`config.mk`:
```
export PLATFORM = sky130hd
export DESIGN_NAME = uif_irq_top
export DESIGN_NICKNAME = d
export VERILOG_FILES = /design/src/rtl/uif_pkg.sv /design/src/rtl/uif_sticky_bit.sv /design/src/rtl/uif_irq_top.sv
export VERILOG_INCLUDE_DIRS = /design/src /design/src/rtl
export SDC_FILE = /design/constraint.sdc
export NUM_CORES = 1
export LEC_CHECK = 0
export ABC_AREA = 1
export BUFFER_PORTS_ARGS = -buffer_cell sky130_fd_sc_hd__buf_4
export CELL_PAD_IN_SITES_DETAIL_PLACEMENT = 1
export CELL_PAD_IN_SITES_GLOBAL_PLACEMENT = 2
export CORE_ASPECT_RATIO = 0.6
export CORE_MARGIN = 3
export CORE_UTILIZATION = 24
export CTS_BUF_LIST = sky130_fd_sc_hd__clkbuf_16
export DETAILED_ROUTE_END_ITERATION = 10
export PLACE_DENSITY = 0.82
export SYNTH_ARGS = -nofsm -noshare
export SYNTH_HDL_FRONTEND = slang
export SYNTH_HIERARCHICAL = 1
export SYNTH_SLANG_ARGS = --single-unit
export TNS_END_PERCENT = 20
```
`constraint.sdc`:
```
create_clock -name clk_i -period 2.9 [get_ports clk_i]
set_clock_uncertainty 0.15 [all_clocks]
set_input_delay 0.58 -clock clk_i [delete_from_list [all_inputs] [get_ports clk_i]]
set_output_delay 0.58 -clock clk_i [all_outputs]
set_load 0.01 [all_outputs]
```
`src/rtl/uif_map.svh`:
```
// Purpose: Register map and field positions of the USB interrupt enable/force stage
// Assumes: APB byte addresses on a 12-bit window, 32-bit data
// Notes:   Definitions only
`ifndef UIF_MAP_SVH
`define UIF_MAP_SVH

`define UIF_AW          12
`define UIF_OFS_RAW     12'h08C
`define UIF_OFS_ENABLE  12'h090
`define UIF_OFS_FORCE   12'h094
`define UIF_OFS_MASKED  12'h098

`define UIF_NSRC        20
`define UIF_RST_ENABLE  20'h00000
`define UIF_RST_FORCE   20'h00000
`define UIF_STICKY_MASK 20'h2E00F

`define UIF_B_HALT      19
`define UIF_B_ABORT     18
`define UIF_B_DEVICE_FRAME_START_SEEN   17
`define UIF_B_SETUP     16
`define UIF_B_DEV_WAKE  15
`define UIF_B_DEV_SLEEP 14
`define UIF_B_DEV_ATT   13
`define UIF_B_BUSRST    12
`define UIF_B_SUPPLY    11
`define UIF_B_STALL     10
`define UIF_B_CRC       9
`define UIF_B_STUFF     8
`define UIF_B_OVFL      7
`define UIF_B_TMO       6
`define UIF_B_TOGGLE    5
`define UIF_B_BUFF      4
`define UIF_B_TRANS     3
`define UIF_B_HOST_SOF  2
`define UIF_B_HOST_WAKE 1
`define UIF_B_HOST_ATT  0

`endif

```
`src/rtl/uif_pkg.sv`:
```
// Purpose: Types shared by the interrupt enable/force stage
// Assumes: Map header supplies the numbers
// Notes:   Types only
`include "uif_map.svh"
package uif_pkg;
  typedef logic [`UIF_NSRC-1:0] uif_src_t;    // One bit per event source
  typedef logic [31:0]          uif_word_t;   // APB data word
  typedef logic [`UIF_AW-1:0]   uif_addr_t;   // APB byte address
  typedef enum logic {UIF_ST_IDLE, UIF_ST_ANSWER} uif_apb_st_t; // Bus answer phase
endpackage

```
`src/rtl/uif_sticky_bit.sv`:
```
// Purpose: One sticky event flag with set priority over clear
// Assumes: Set and clear are same-clock pulses
// Notes:   Frozen while the clock enable is low
`timescale 1ns/100ps
module uif_sticky_bit (
  input  wire logic clk_i,     // System clock
  input  wire logic reset_i,   // Async reset, high
  input  wire logic clk_en_i,  // Freeze when low
  input  wire logic set_i,     // Event pulse
  input  wire logic clr_i,     // Clear pulse
  output logic      flag_o     // Sticky flag
);
  logic flag_reg;  // Held flag

  // Set wins so an event on the clear cycle is never lost
  always_ff @(posedge clk_i or posedge reset_i) begin
    if (reset_i) begin
      flag_reg <= 1'b0;
    end else if (clk_en_i) begin
      if (set_i) begin
        flag_reg <= 1'b1;
      end else if (clr_i) begin
        flag_reg <= 1'b0;
      end
    end
  end

  assign flag_o = flag_reg;
endmodule // uif_sticky_bit

```
`src/rtl/uif_irq_top.sv`:
```
// Purpose: USB interrupt sources, enable and force registers, interrupt line
// Assumes: All event inputs come from controller logic on clk_i
// Notes:   APB slave answers with one wait state
`timescale 1ns/100ps
`include "uif_map.svh"
module uif_irq_top
  import uif_pkg::*;
(
  input  wire logic        clk_i,            // 50 MHz system clock
  input  wire logic        reset_i,          // Async reset, high
  input  wire logic        clk_en_i,         // Freeze all state when low
  // APB slave
  input  wire logic        psel_i,           // Select
  input  wire logic        penable_i,        // Access phase
  input  wire logic        pwrite_i,         // Write when high
  input  wire uif_addr_t   paddr_i,          // Byte address
  input  wire uif_word_t   pwdata_i,         // Write data
  input  wire logic [3:0]  pstrb_i,          // Byte lanes
  output logic             pready_o,         // Answer
  output uif_word_t        prdata_o,         // Read data
  output logic             pslverr_o,        // Unmapped address
  // Controller role and summary inputs
  input  wire logic        host_mode_i,      // High in host role
  input  wire logic [31:0] per_endpoint_halt_nak_flags_i, // Per-endpoint halt/NAK
  input  wire logic [31:0] abort_done_flags_i,            // Per-endpoint abort done
  input  wire logic [31:0] buffer_done_flags_i,           // Per-buffer status
  // Controller status flags, mirrored
  input  wire logic        control_packet_received_i, // Setup packet seen
  input  wire logic        bus_reset_i,      // Bus reset flag
  input  wire logic        supply_present_flag_i,     // Supply detected
  input  wire logic        stall_received_i, // Stall handshake seen
  input  wire logic        crc_fault_i,      // CRC error
  input  wire logic        stuffing_fault_i, // Bit stuffing error
  input  wire logic        rx_overflow_i,    // Receive overflow
  input  wire logic        rx_timeout_i,     // Receive timeout
  input  wire logic        toggle_sequence_fault_i,   // Data sequence error
  // Controller events and states
  input  wire logic        device_frame_start_seen_i, // Pulse, frame start in
  input  wire logic        host_frame_sent_i,         // Pulse, frame start out
  input  wire logic        device_wake_from_host_i,   // Pulse, resume received
  input  wire logic        host_remote_wake_i,        // Pulse, device woke host
  input  wire logic        suspended_i,      // Suspend state level
  input  wire logic        connected_i,      // Connection state level
  input  wire logic [1:0]  line_speed_i,     // Detected speed field
  input  wire logic        transaction_finished_i,    // Status flag level
  // Software side effects on the controller status register
  input  wire logic        frame_number_read_i,  // Pulse, frame register read
  input  wire logic        resume_flag_write_i,  // Pulse, resume flag write
  input  wire logic        suspended_flag_write_i, // Pulse, suspended flag write
  input  wire logic        connected_flag_write_i, // Pulse, connected flag write
  input  wire logic        speed_field_write_i,    // Pulse, speed field write
  output logic             irq_o             // Level interrupt
);
  localparam uif_src_t STICKY = `UIF_STICKY_MASK; // Bits held by a flag cell

  uif_apb_st_t st_reg;        // Bus answer phase
  uif_src_t    enable_reg;    // Enable register
  uif_src_t    force_reg;     // Force register
  uif_src_t    raw;           // Raw source vector
  uif_src_t    level_src;     // Level sources
  uif_src_t    set_src;       // Sticky set pulses
  uif_src_t    clr_src;       // Sticky clear pulses
  uif_src_t    masked;        // Enabled or forced
  uif_word_t   rdata_next;    // Read mux
  logic        hit_next;      // Address mapped
  logic        susp_d_reg;    // Previous suspend state
  logic        conn_d_reg;    // Previous connection state
  logic [1:0]  speed_d_reg;   // Previous speed field
  logic        trans_d_reg;   // Previous finished flag
  logic        prev_ok_reg;   // History valid after reset
  logic        pready_reg;    // Answer flop
  logic        pslverr_reg;   // Error flop
  uif_word_t   prdata_reg;    // Read data flop
  logic        irq_reg;       // Interrupt flop
  logic        acc;           // Access phase present
  logic        done;          // Transfer completes this edge
  logic        wr_en;         // Write to enable
  logic        wr_force;      // Write to force
  logic        wr_raw;        // Write-one-clear on raw

  // Byte-lane merge of a write into a 20-bit register
  function automatic uif_src_t lane_merge(uif_src_t old, uif_word_t wd, logic [3:0] st);
    uif_word_t m;
    m = {{8{st[3]}}, {8{st[2]}}, {8{st[1]}}, {8{st[0]}}};
    return (old & ~m[`UIF_NSRC-1:0]) | (wd[`UIF_NSRC-1:0] & m[`UIF_NSRC-1:0]);
  endfunction

  // Address hit check used by both read and write decode
  function automatic logic is_addr(uif_addr_t a, uif_addr_t ofs);
    return a == ofs;
  endfunction

  assign acc      = psel_i && penable_i;
  assign done     = acc && pready_reg;
  assign wr_en    = done && pwrite_i && is_addr(paddr_i, `UIF_OFS_ENABLE);
  assign wr_force = done && pwrite_i && is_addr(paddr_i, `UIF_OFS_FORCE);
  assign wr_raw   = done && pwrite_i && is_addr(paddr_i, `UIF_OFS_RAW);

  // Summary and mirrored level sources
  always_comb begin
    level_src                  = '0;
    level_src[`UIF_B_HALT]     = |per_endpoint_halt_nak_flags_i;
    level_src[`UIF_B_ABORT]    = |abort_done_flags_i;
    level_src[`UIF_B_BUFF]     = |buffer_done_flags_i;
    level_src[`UIF_B_SETUP]    = control_packet_received_i;
    level_src[`UIF_B_BUSRST]   = bus_reset_i;
    level_src[`UIF_B_SUPPLY]   = supply_present_flag_i;
    level_src[`UIF_B_STALL]    = stall_received_i;
    level_src[`UIF_B_CRC]      = crc_fault_i;
    level_src[`UIF_B_STUFF]    = stuffing_fault_i;
    level_src[`UIF_B_OVFL]     = rx_overflow_i;
    level_src[`UIF_B_TMO]      = rx_timeout_i;
    level_src[`UIF_B_TOGGLE]   = toggle_sequence_fault_i;
  end

  // Event pulses, gated by role except the finished edge; change events need valid history
  always_comb begin
    set_src = '0;
    set_src[`UIF_B_DEVICE_FRAME_START_SEEN]   = !host_mode_i && device_frame_start_seen_i;
    set_src[`UIF_B_DEV_WAKE]  = !host_mode_i && device_wake_from_host_i;
    set_src[`UIF_B_DEV_SLEEP] = !host_mode_i && prev_ok_reg
                                && (suspended_i != susp_d_reg);
    set_src[`UIF_B_DEV_ATT]   = !host_mode_i && prev_ok_reg
                                && (connected_i != conn_d_reg);
    set_src[`UIF_B_TRANS]     = prev_ok_reg && transaction_finished_i
                                && !trans_d_reg;
    set_src[`UIF_B_HOST_SOF]  = host_mode_i && host_frame_sent_i;
    set_src[`UIF_B_HOST_WAKE] = host_mode_i && host_remote_wake_i;
    set_src[`UIF_B_HOST_ATT]  = host_mode_i && prev_ok_reg
                                && (line_speed_i != speed_d_reg);
  end

  // Software clear pulses for the sticky bits
  always_comb begin
    clr_src = '0;
    clr_src[`UIF_B_DEVICE_FRAME_START_SEEN]   = frame_number_read_i;
    clr_src[`UIF_B_DEV_WAKE]  = resume_flag_write_i;
    clr_src[`UIF_B_DEV_SLEEP] = suspended_flag_write_i;
    clr_src[`UIF_B_DEV_ATT]   = connected_flag_write_i;
    clr_src[`UIF_B_TRANS]     = wr_raw && pstrb_i[0] && pwdata_i[`UIF_B_TRANS];
    clr_src[`UIF_B_HOST_SOF]  = frame_number_read_i;
    clr_src[`UIF_B_HOST_WAKE] = resume_flag_write_i;
    clr_src[`UIF_B_HOST_ATT]  = speed_field_write_i;
  end

  // One flag cell per sticky bit, plain wire for level bits
  genvar gi;
  generate
    for (gi = 0; gi < `UIF_NSRC; gi = gi + 1) begin : g_src
      if (STICKY[gi]) begin : g_stk
        uif_sticky_bit u_flag (
          .clk_i    (clk_i),
          .reset_i  (reset_i),
          .clk_en_i (clk_en_i),
          .set_i    (set_src[gi]),
          .clr_i    (clr_src[gi]),
          .flag_o   (raw[gi])
        );
      end else begin : g_lvl
        assign raw[gi] = level_src[gi];
      end
    end
  endgenerate

  // Enable gates the raw source, force asserts regardless
  assign masked = (raw & enable_reg) | force_reg;

  // History of levels for change detection
  // Reset values are constants; first enabled edge loads real history
  always_ff @(posedge clk_i or posedge reset_i) begin
    if (reset_i) begin
      susp_d_reg  <= 1'b0;
      conn_d_reg  <= 1'b0;
      speed_d_reg <= 2'h0;
      trans_d_reg <= 1'b0;
      prev_ok_reg <= 1'b0;
    end else if (clk_en_i) begin
      susp_d_reg  <= suspended_i;
      conn_d_reg  <= connected_i;
      speed_d_reg <= line_speed_i;
      trans_d_reg <= transaction_finished_i;
      prev_ok_reg <= 1'b1;
    end
  end

  // Enable and force registers, byte-lane writes
  always_ff @(posedge clk_i or posedge reset_i) begin
    if (reset_i) begin
      enable_reg <= `UIF_RST_ENABLE;
      force_reg  <= `UIF_RST_FORCE;
    end else if (clk_en_i) begin
      if (wr_en) begin
        enable_reg <= lane_merge(enable_reg, pwdata_i, pstrb_i);
      end
      if (wr_force) begin
        force_reg <= lane_merge(force_reg, pwdata_i, pstrb_i);
      end
    end
  end

  // Read mux; reserved upper bits read zero
  always_comb begin
    rdata_next = '0;
    hit_next   = 1'b1;
    if (is_addr(paddr_i, `UIF_OFS_RAW)) begin
      rdata_next[`UIF_NSRC-1:0] = raw;
    end else if (is_addr(paddr_i, `UIF_OFS_ENABLE)) begin
      rdata_next[`UIF_NSRC-1:0] = enable_reg;
    end else if (is_addr(paddr_i, `UIF_OFS_FORCE)) begin
      rdata_next[`UIF_NSRC-1:0] = force_reg;
    end else if (is_addr(paddr_i, `UIF_OFS_MASKED)) begin
      rdata_next[`UIF_NSRC-1:0] = masked;
    end else begin
      hit_next = 1'b0;
    end
  end

  // APB answer: one wait state keeps read data a flop output
  always_ff @(posedge clk_i or posedge reset_i) begin
    if (reset_i) begin
      st_reg      <= UIF_ST_IDLE;
      pready_reg  <= 1'b0;
      pslverr_reg <= 1'b0;
      prdata_reg  <= '0;
    end else if (clk_en_i) begin
      case (st_reg)
        UIF_ST_IDLE: begin
          if (acc) begin
            st_reg      <= UIF_ST_ANSWER;
            pready_reg  <= 1'b1;
            pslverr_reg <= !hit_next;
            prdata_reg  <= pwrite_i ? '0 : rdata_next;
          end
        end
        UIF_ST_ANSWER: begin
          // Transfer ends here; drop the answer
          st_reg      <= UIF_ST_IDLE;
          pready_reg  <= 1'b0;
          pslverr_reg <= 1'b0;
          prdata_reg  <= '0;
        end
        default: begin
          st_reg     <= UIF_ST_IDLE;
          pready_reg <= 1'b0;
        end
      endcase
    end
  end

  // Interrupt line, one flop after the masked status
  always_ff @(posedge clk_i or posedge reset_i) begin
    if (reset_i) begin
      irq_reg <= 1'b0;
    end else if (clk_en_i) begin
      irq_reg <= |masked;
    end
  end

  assign pready_o  = pready_reg;
  assign pslverr_o = pslverr_reg;
  assign prdata_o  = prdata_reg;
  assign irq_o     = irq_reg;
endmodule // uif_irq_top

```
==> flow_metrics.env <==
export IMPL_status="finished clean"
export IMPL_finalCriticalPeriod_ns=2.06
export IMPL_die_area_mm2=0.0222
export IMPL_placed_cells=1179
export IMPL_avgRoutedWirePerCell_um=14.3
export IMPL_p_switching_w=0.000703
export IMPL_grt_first_pass_wirelength_mm=27.8
export IMPL_cts_tree="yes"
export IMPL_rows=39
export IMPL_cp_max_fo=20
export IMPL_place_congestion=0.770
export IMPL_vdd_drop_max_mv=0.258
export IMPL_drv_cap=0
export IMPL_min_path_type="in -> reg"
export IMPL_p_comb_share_pct=15.7
export IMPL_worstPathArrival_ns=2.12
export IMPL_ys_flop_type="dfrtp_1"
export IMPL_final_common_cell="nand2_1"
export IMPL_cts_path_max_buffers=2
export IMPL_synth_area_per_cell_um2=6.62
export IMPL_drtIter0Drc=160
export IMPL_synth_edff_count=0
export IMPL_nFillCells=2495
export IMPL_netSwitchingFraction_pct=26.1
export IMPL_vias_per_cell=4.13
export IMPL_overflow=0
export IMPL_grt_max_degree=49
export IMPL_wirelength_mm=17.1
export IMPL_ys_ff_latch=78
export IMPL_io_buffers=183
export IMPL_clkTransAtPathRegs_ns=0.06
export IMPL_clkLatencyLatePin_ns=0.34
export IMPL_htreeDepth=3
export IMPL_synth_cell_type_count=30
export IMPL_die_w_um=191
export IMPL_core_area_mm2=0.0195
export IMPL_first_pass_iters=4
export IMPL_mostFrequentLayoutCells="nand2_1 (260), buf_4 (189), inv_1 (138)"
export IMPL_p_clk_share_pct=41.4
export IMPL_fin_cells=1195
export IMPL_endpoint_kind="flop"
export IMPL_busiest_layer="met2"
export IMPL_slew_violations=0
export IMPL_drive_above_1_share_pct=24.7
export IMPL_hpwl_mm=13.3
export IMPL_drtAntennaViolNets=0
export IMPL_ioPinCount=209
export IMPL_grt_pass1_vias=5215
export IMPL_cts_buffers=9
export IMPL_grt_util_met2_pct=24.0
export IMPL_cp_data_required_time_ns=2.96
export IMPL_final_nets=1099
export IMPL_grt_usage_pct=16.0
export IMPL_syn_area_mm2=0.00490
export IMPL_worstSetupStartpointType="input port"
export IMPL_cts_num_sinks=78
export IMPL_synthCells=741
export IMPL_routed_via_count=4933
export IMPL_power_density_mw_per_mm2=397
export IMPL_worstMarginPinSlew_ns=0.931
export IMPL_seq_power_share_pct=42.9
export IMPL_hold_violations=0
export IMPL_postCtsSetupBuffers=0
export IMPL_slew_limit_headroom_pct=37.9
export IMPL_initial_core_util_pct=25.1
export IMPL_cts_root_buf="clkbuf_16"
export IMPL_post_cts_resized=0
export IMPL_fin_crit_sh_pct=70.9
export IMPL_leakagePower_nw=3.67
export IMPL_setup_viol=0
export IMPL_antenna_found_initial=0
export IMPL_rsz0062_at_grt="false"
export IMPL_fmax_mhz=487
export IMPL_path_class="in -> reg"
export IMPL_drcViolationCount=0
export IMPL_tns_ns=0
export IMPL_met1_usage_pct=23.3
export IMPL_synthArstFlopShare_pct=100
export IMPL_ctsHoldBuffers=1
export IMPL_use_met3_pct=4.14
export IMPL_r2r_setup_slack_ns=1.03
export IMPL_die_h_um=117
export IMPL_syn2layout_area_growth_pct=38.4
export IMPL_yosysSeqAreaShare_pct=39.8
export IMPL_yosys_warnings=6
export IMPL_n_antenna_cell=0
export IMPL_intPower_w=0.00199
kinds of logic after synthesis:
logic type | after synthesis | share of synthesized area, %
flops | 78 | 39.8
other cells | 1 | 0.0765
compound gates | 104 | 10.7
buf+inv | 174 | 15.6
xor+xnor | 4 | 0.714
simple gates | 380 | 33.0
metrics by stage:
| step | total power, W | cell area (um2) | hold WS (ns) | worst slack, ns | utilization [%] |
|---|---|---|---|---|---|
| CTS | 0.00273 | 6790 | 0.298 | 0.799 | 34.8 |
| global placement | 0.00160 | 6500 | 0.305 | 0.614 | 33.3 |
| detailed placement | 0.00160 | 6500 | 0.309 | 0.508 | 33.3 |
| global route | 0.00283 | 6790 | 0.319 | 0.675 | 34.8 |
| finish | 0.00269 | 6790 | 0.309 | 0.845 | 34.8 |
| floorplan | 0.00134 | 4940 | 0.159 | 0.402 | - |
area by class of cell:
class                           count  area (um2)  share of cell area (%)
Timing Repair Buffer              191        1450                    21.3
Sequential cell                    78        1950                    28.8
Clock inverter                      6        55.1                   0.811
Clock buffer                        9         225                    3.32
Tap cell                          266         333                    4.90
Inverter                          145         547                    8.06
Multi-Input combinational cell    500        2230                    32.8
power groups by stage:
stage               Combinational (W)  Clock, W  Sequential [W]
finish                       0.000424   0.00111         0.00115
global route                 0.000478   0.00119         0.00116
CTS                          0.000431   0.00114         0.00115
detailed placement           0.000429         0         0.00117
global placement             0.000423         0         0.00117
floorplan                    0.000173         0         0.00117
layer usage:
metal,up-vias,wire length [um]
met5,-,0
met2,109,7040
met3,7,1010
met1,2248,9010
li1,2569,-
met4,0,75
worst max-delay path: stages:
cell and delay (ns):
buf_4 0.11, nor2_1 0.12, nand3_2 0.14, inv_2 0.10, nand2_4 0.08, nor2_8 0.33, nand3_4 0.27, o21ai_0 0.28
inv_1 0.08
worst paths after layout:
check                                start                       endpoint  cells past startpoint
hold reg to reg                trans_d_reg                    trans_d_reg                      2
max in group asynchronous          reset_i     asynchronous set/reset pin                      4
min in group asynchronous          reset_i  g_src[15].g_stk.u_flag/flag_o                      3
hold / removal             line_speed_i[1]                 speed_d_reg[1]                      3
setup reg to reg                    st_reg                   prdata_o[18]                      8
setup / recovery               paddr_i[11]                           flop                      9
synthesized netlist by cell type, types with 2 or more instances:
cell	count	area, um2
nor3_1	2	10.0
nand3_1	6	30.0
inv_2	6	22.5
inv_1	138	518
buf_6	7	78.8
nand2_1	260	976
nand3_2	3	30.0
o21ai_1	60	300
xnor2_1	4	35.0
a21oi_1	4	20.0
o21ai_0	38	190
nor2_1	87	327
nand3_4	4	70.1
nor2_4	4	45.0
buf_4	14	105
dfrtp_1	78	1950
clkbuf_1	3	11.3
buf_2	5	25.0
nand4_1	7	43.8
Note: power is estimated with default switching activity, not from simulation.
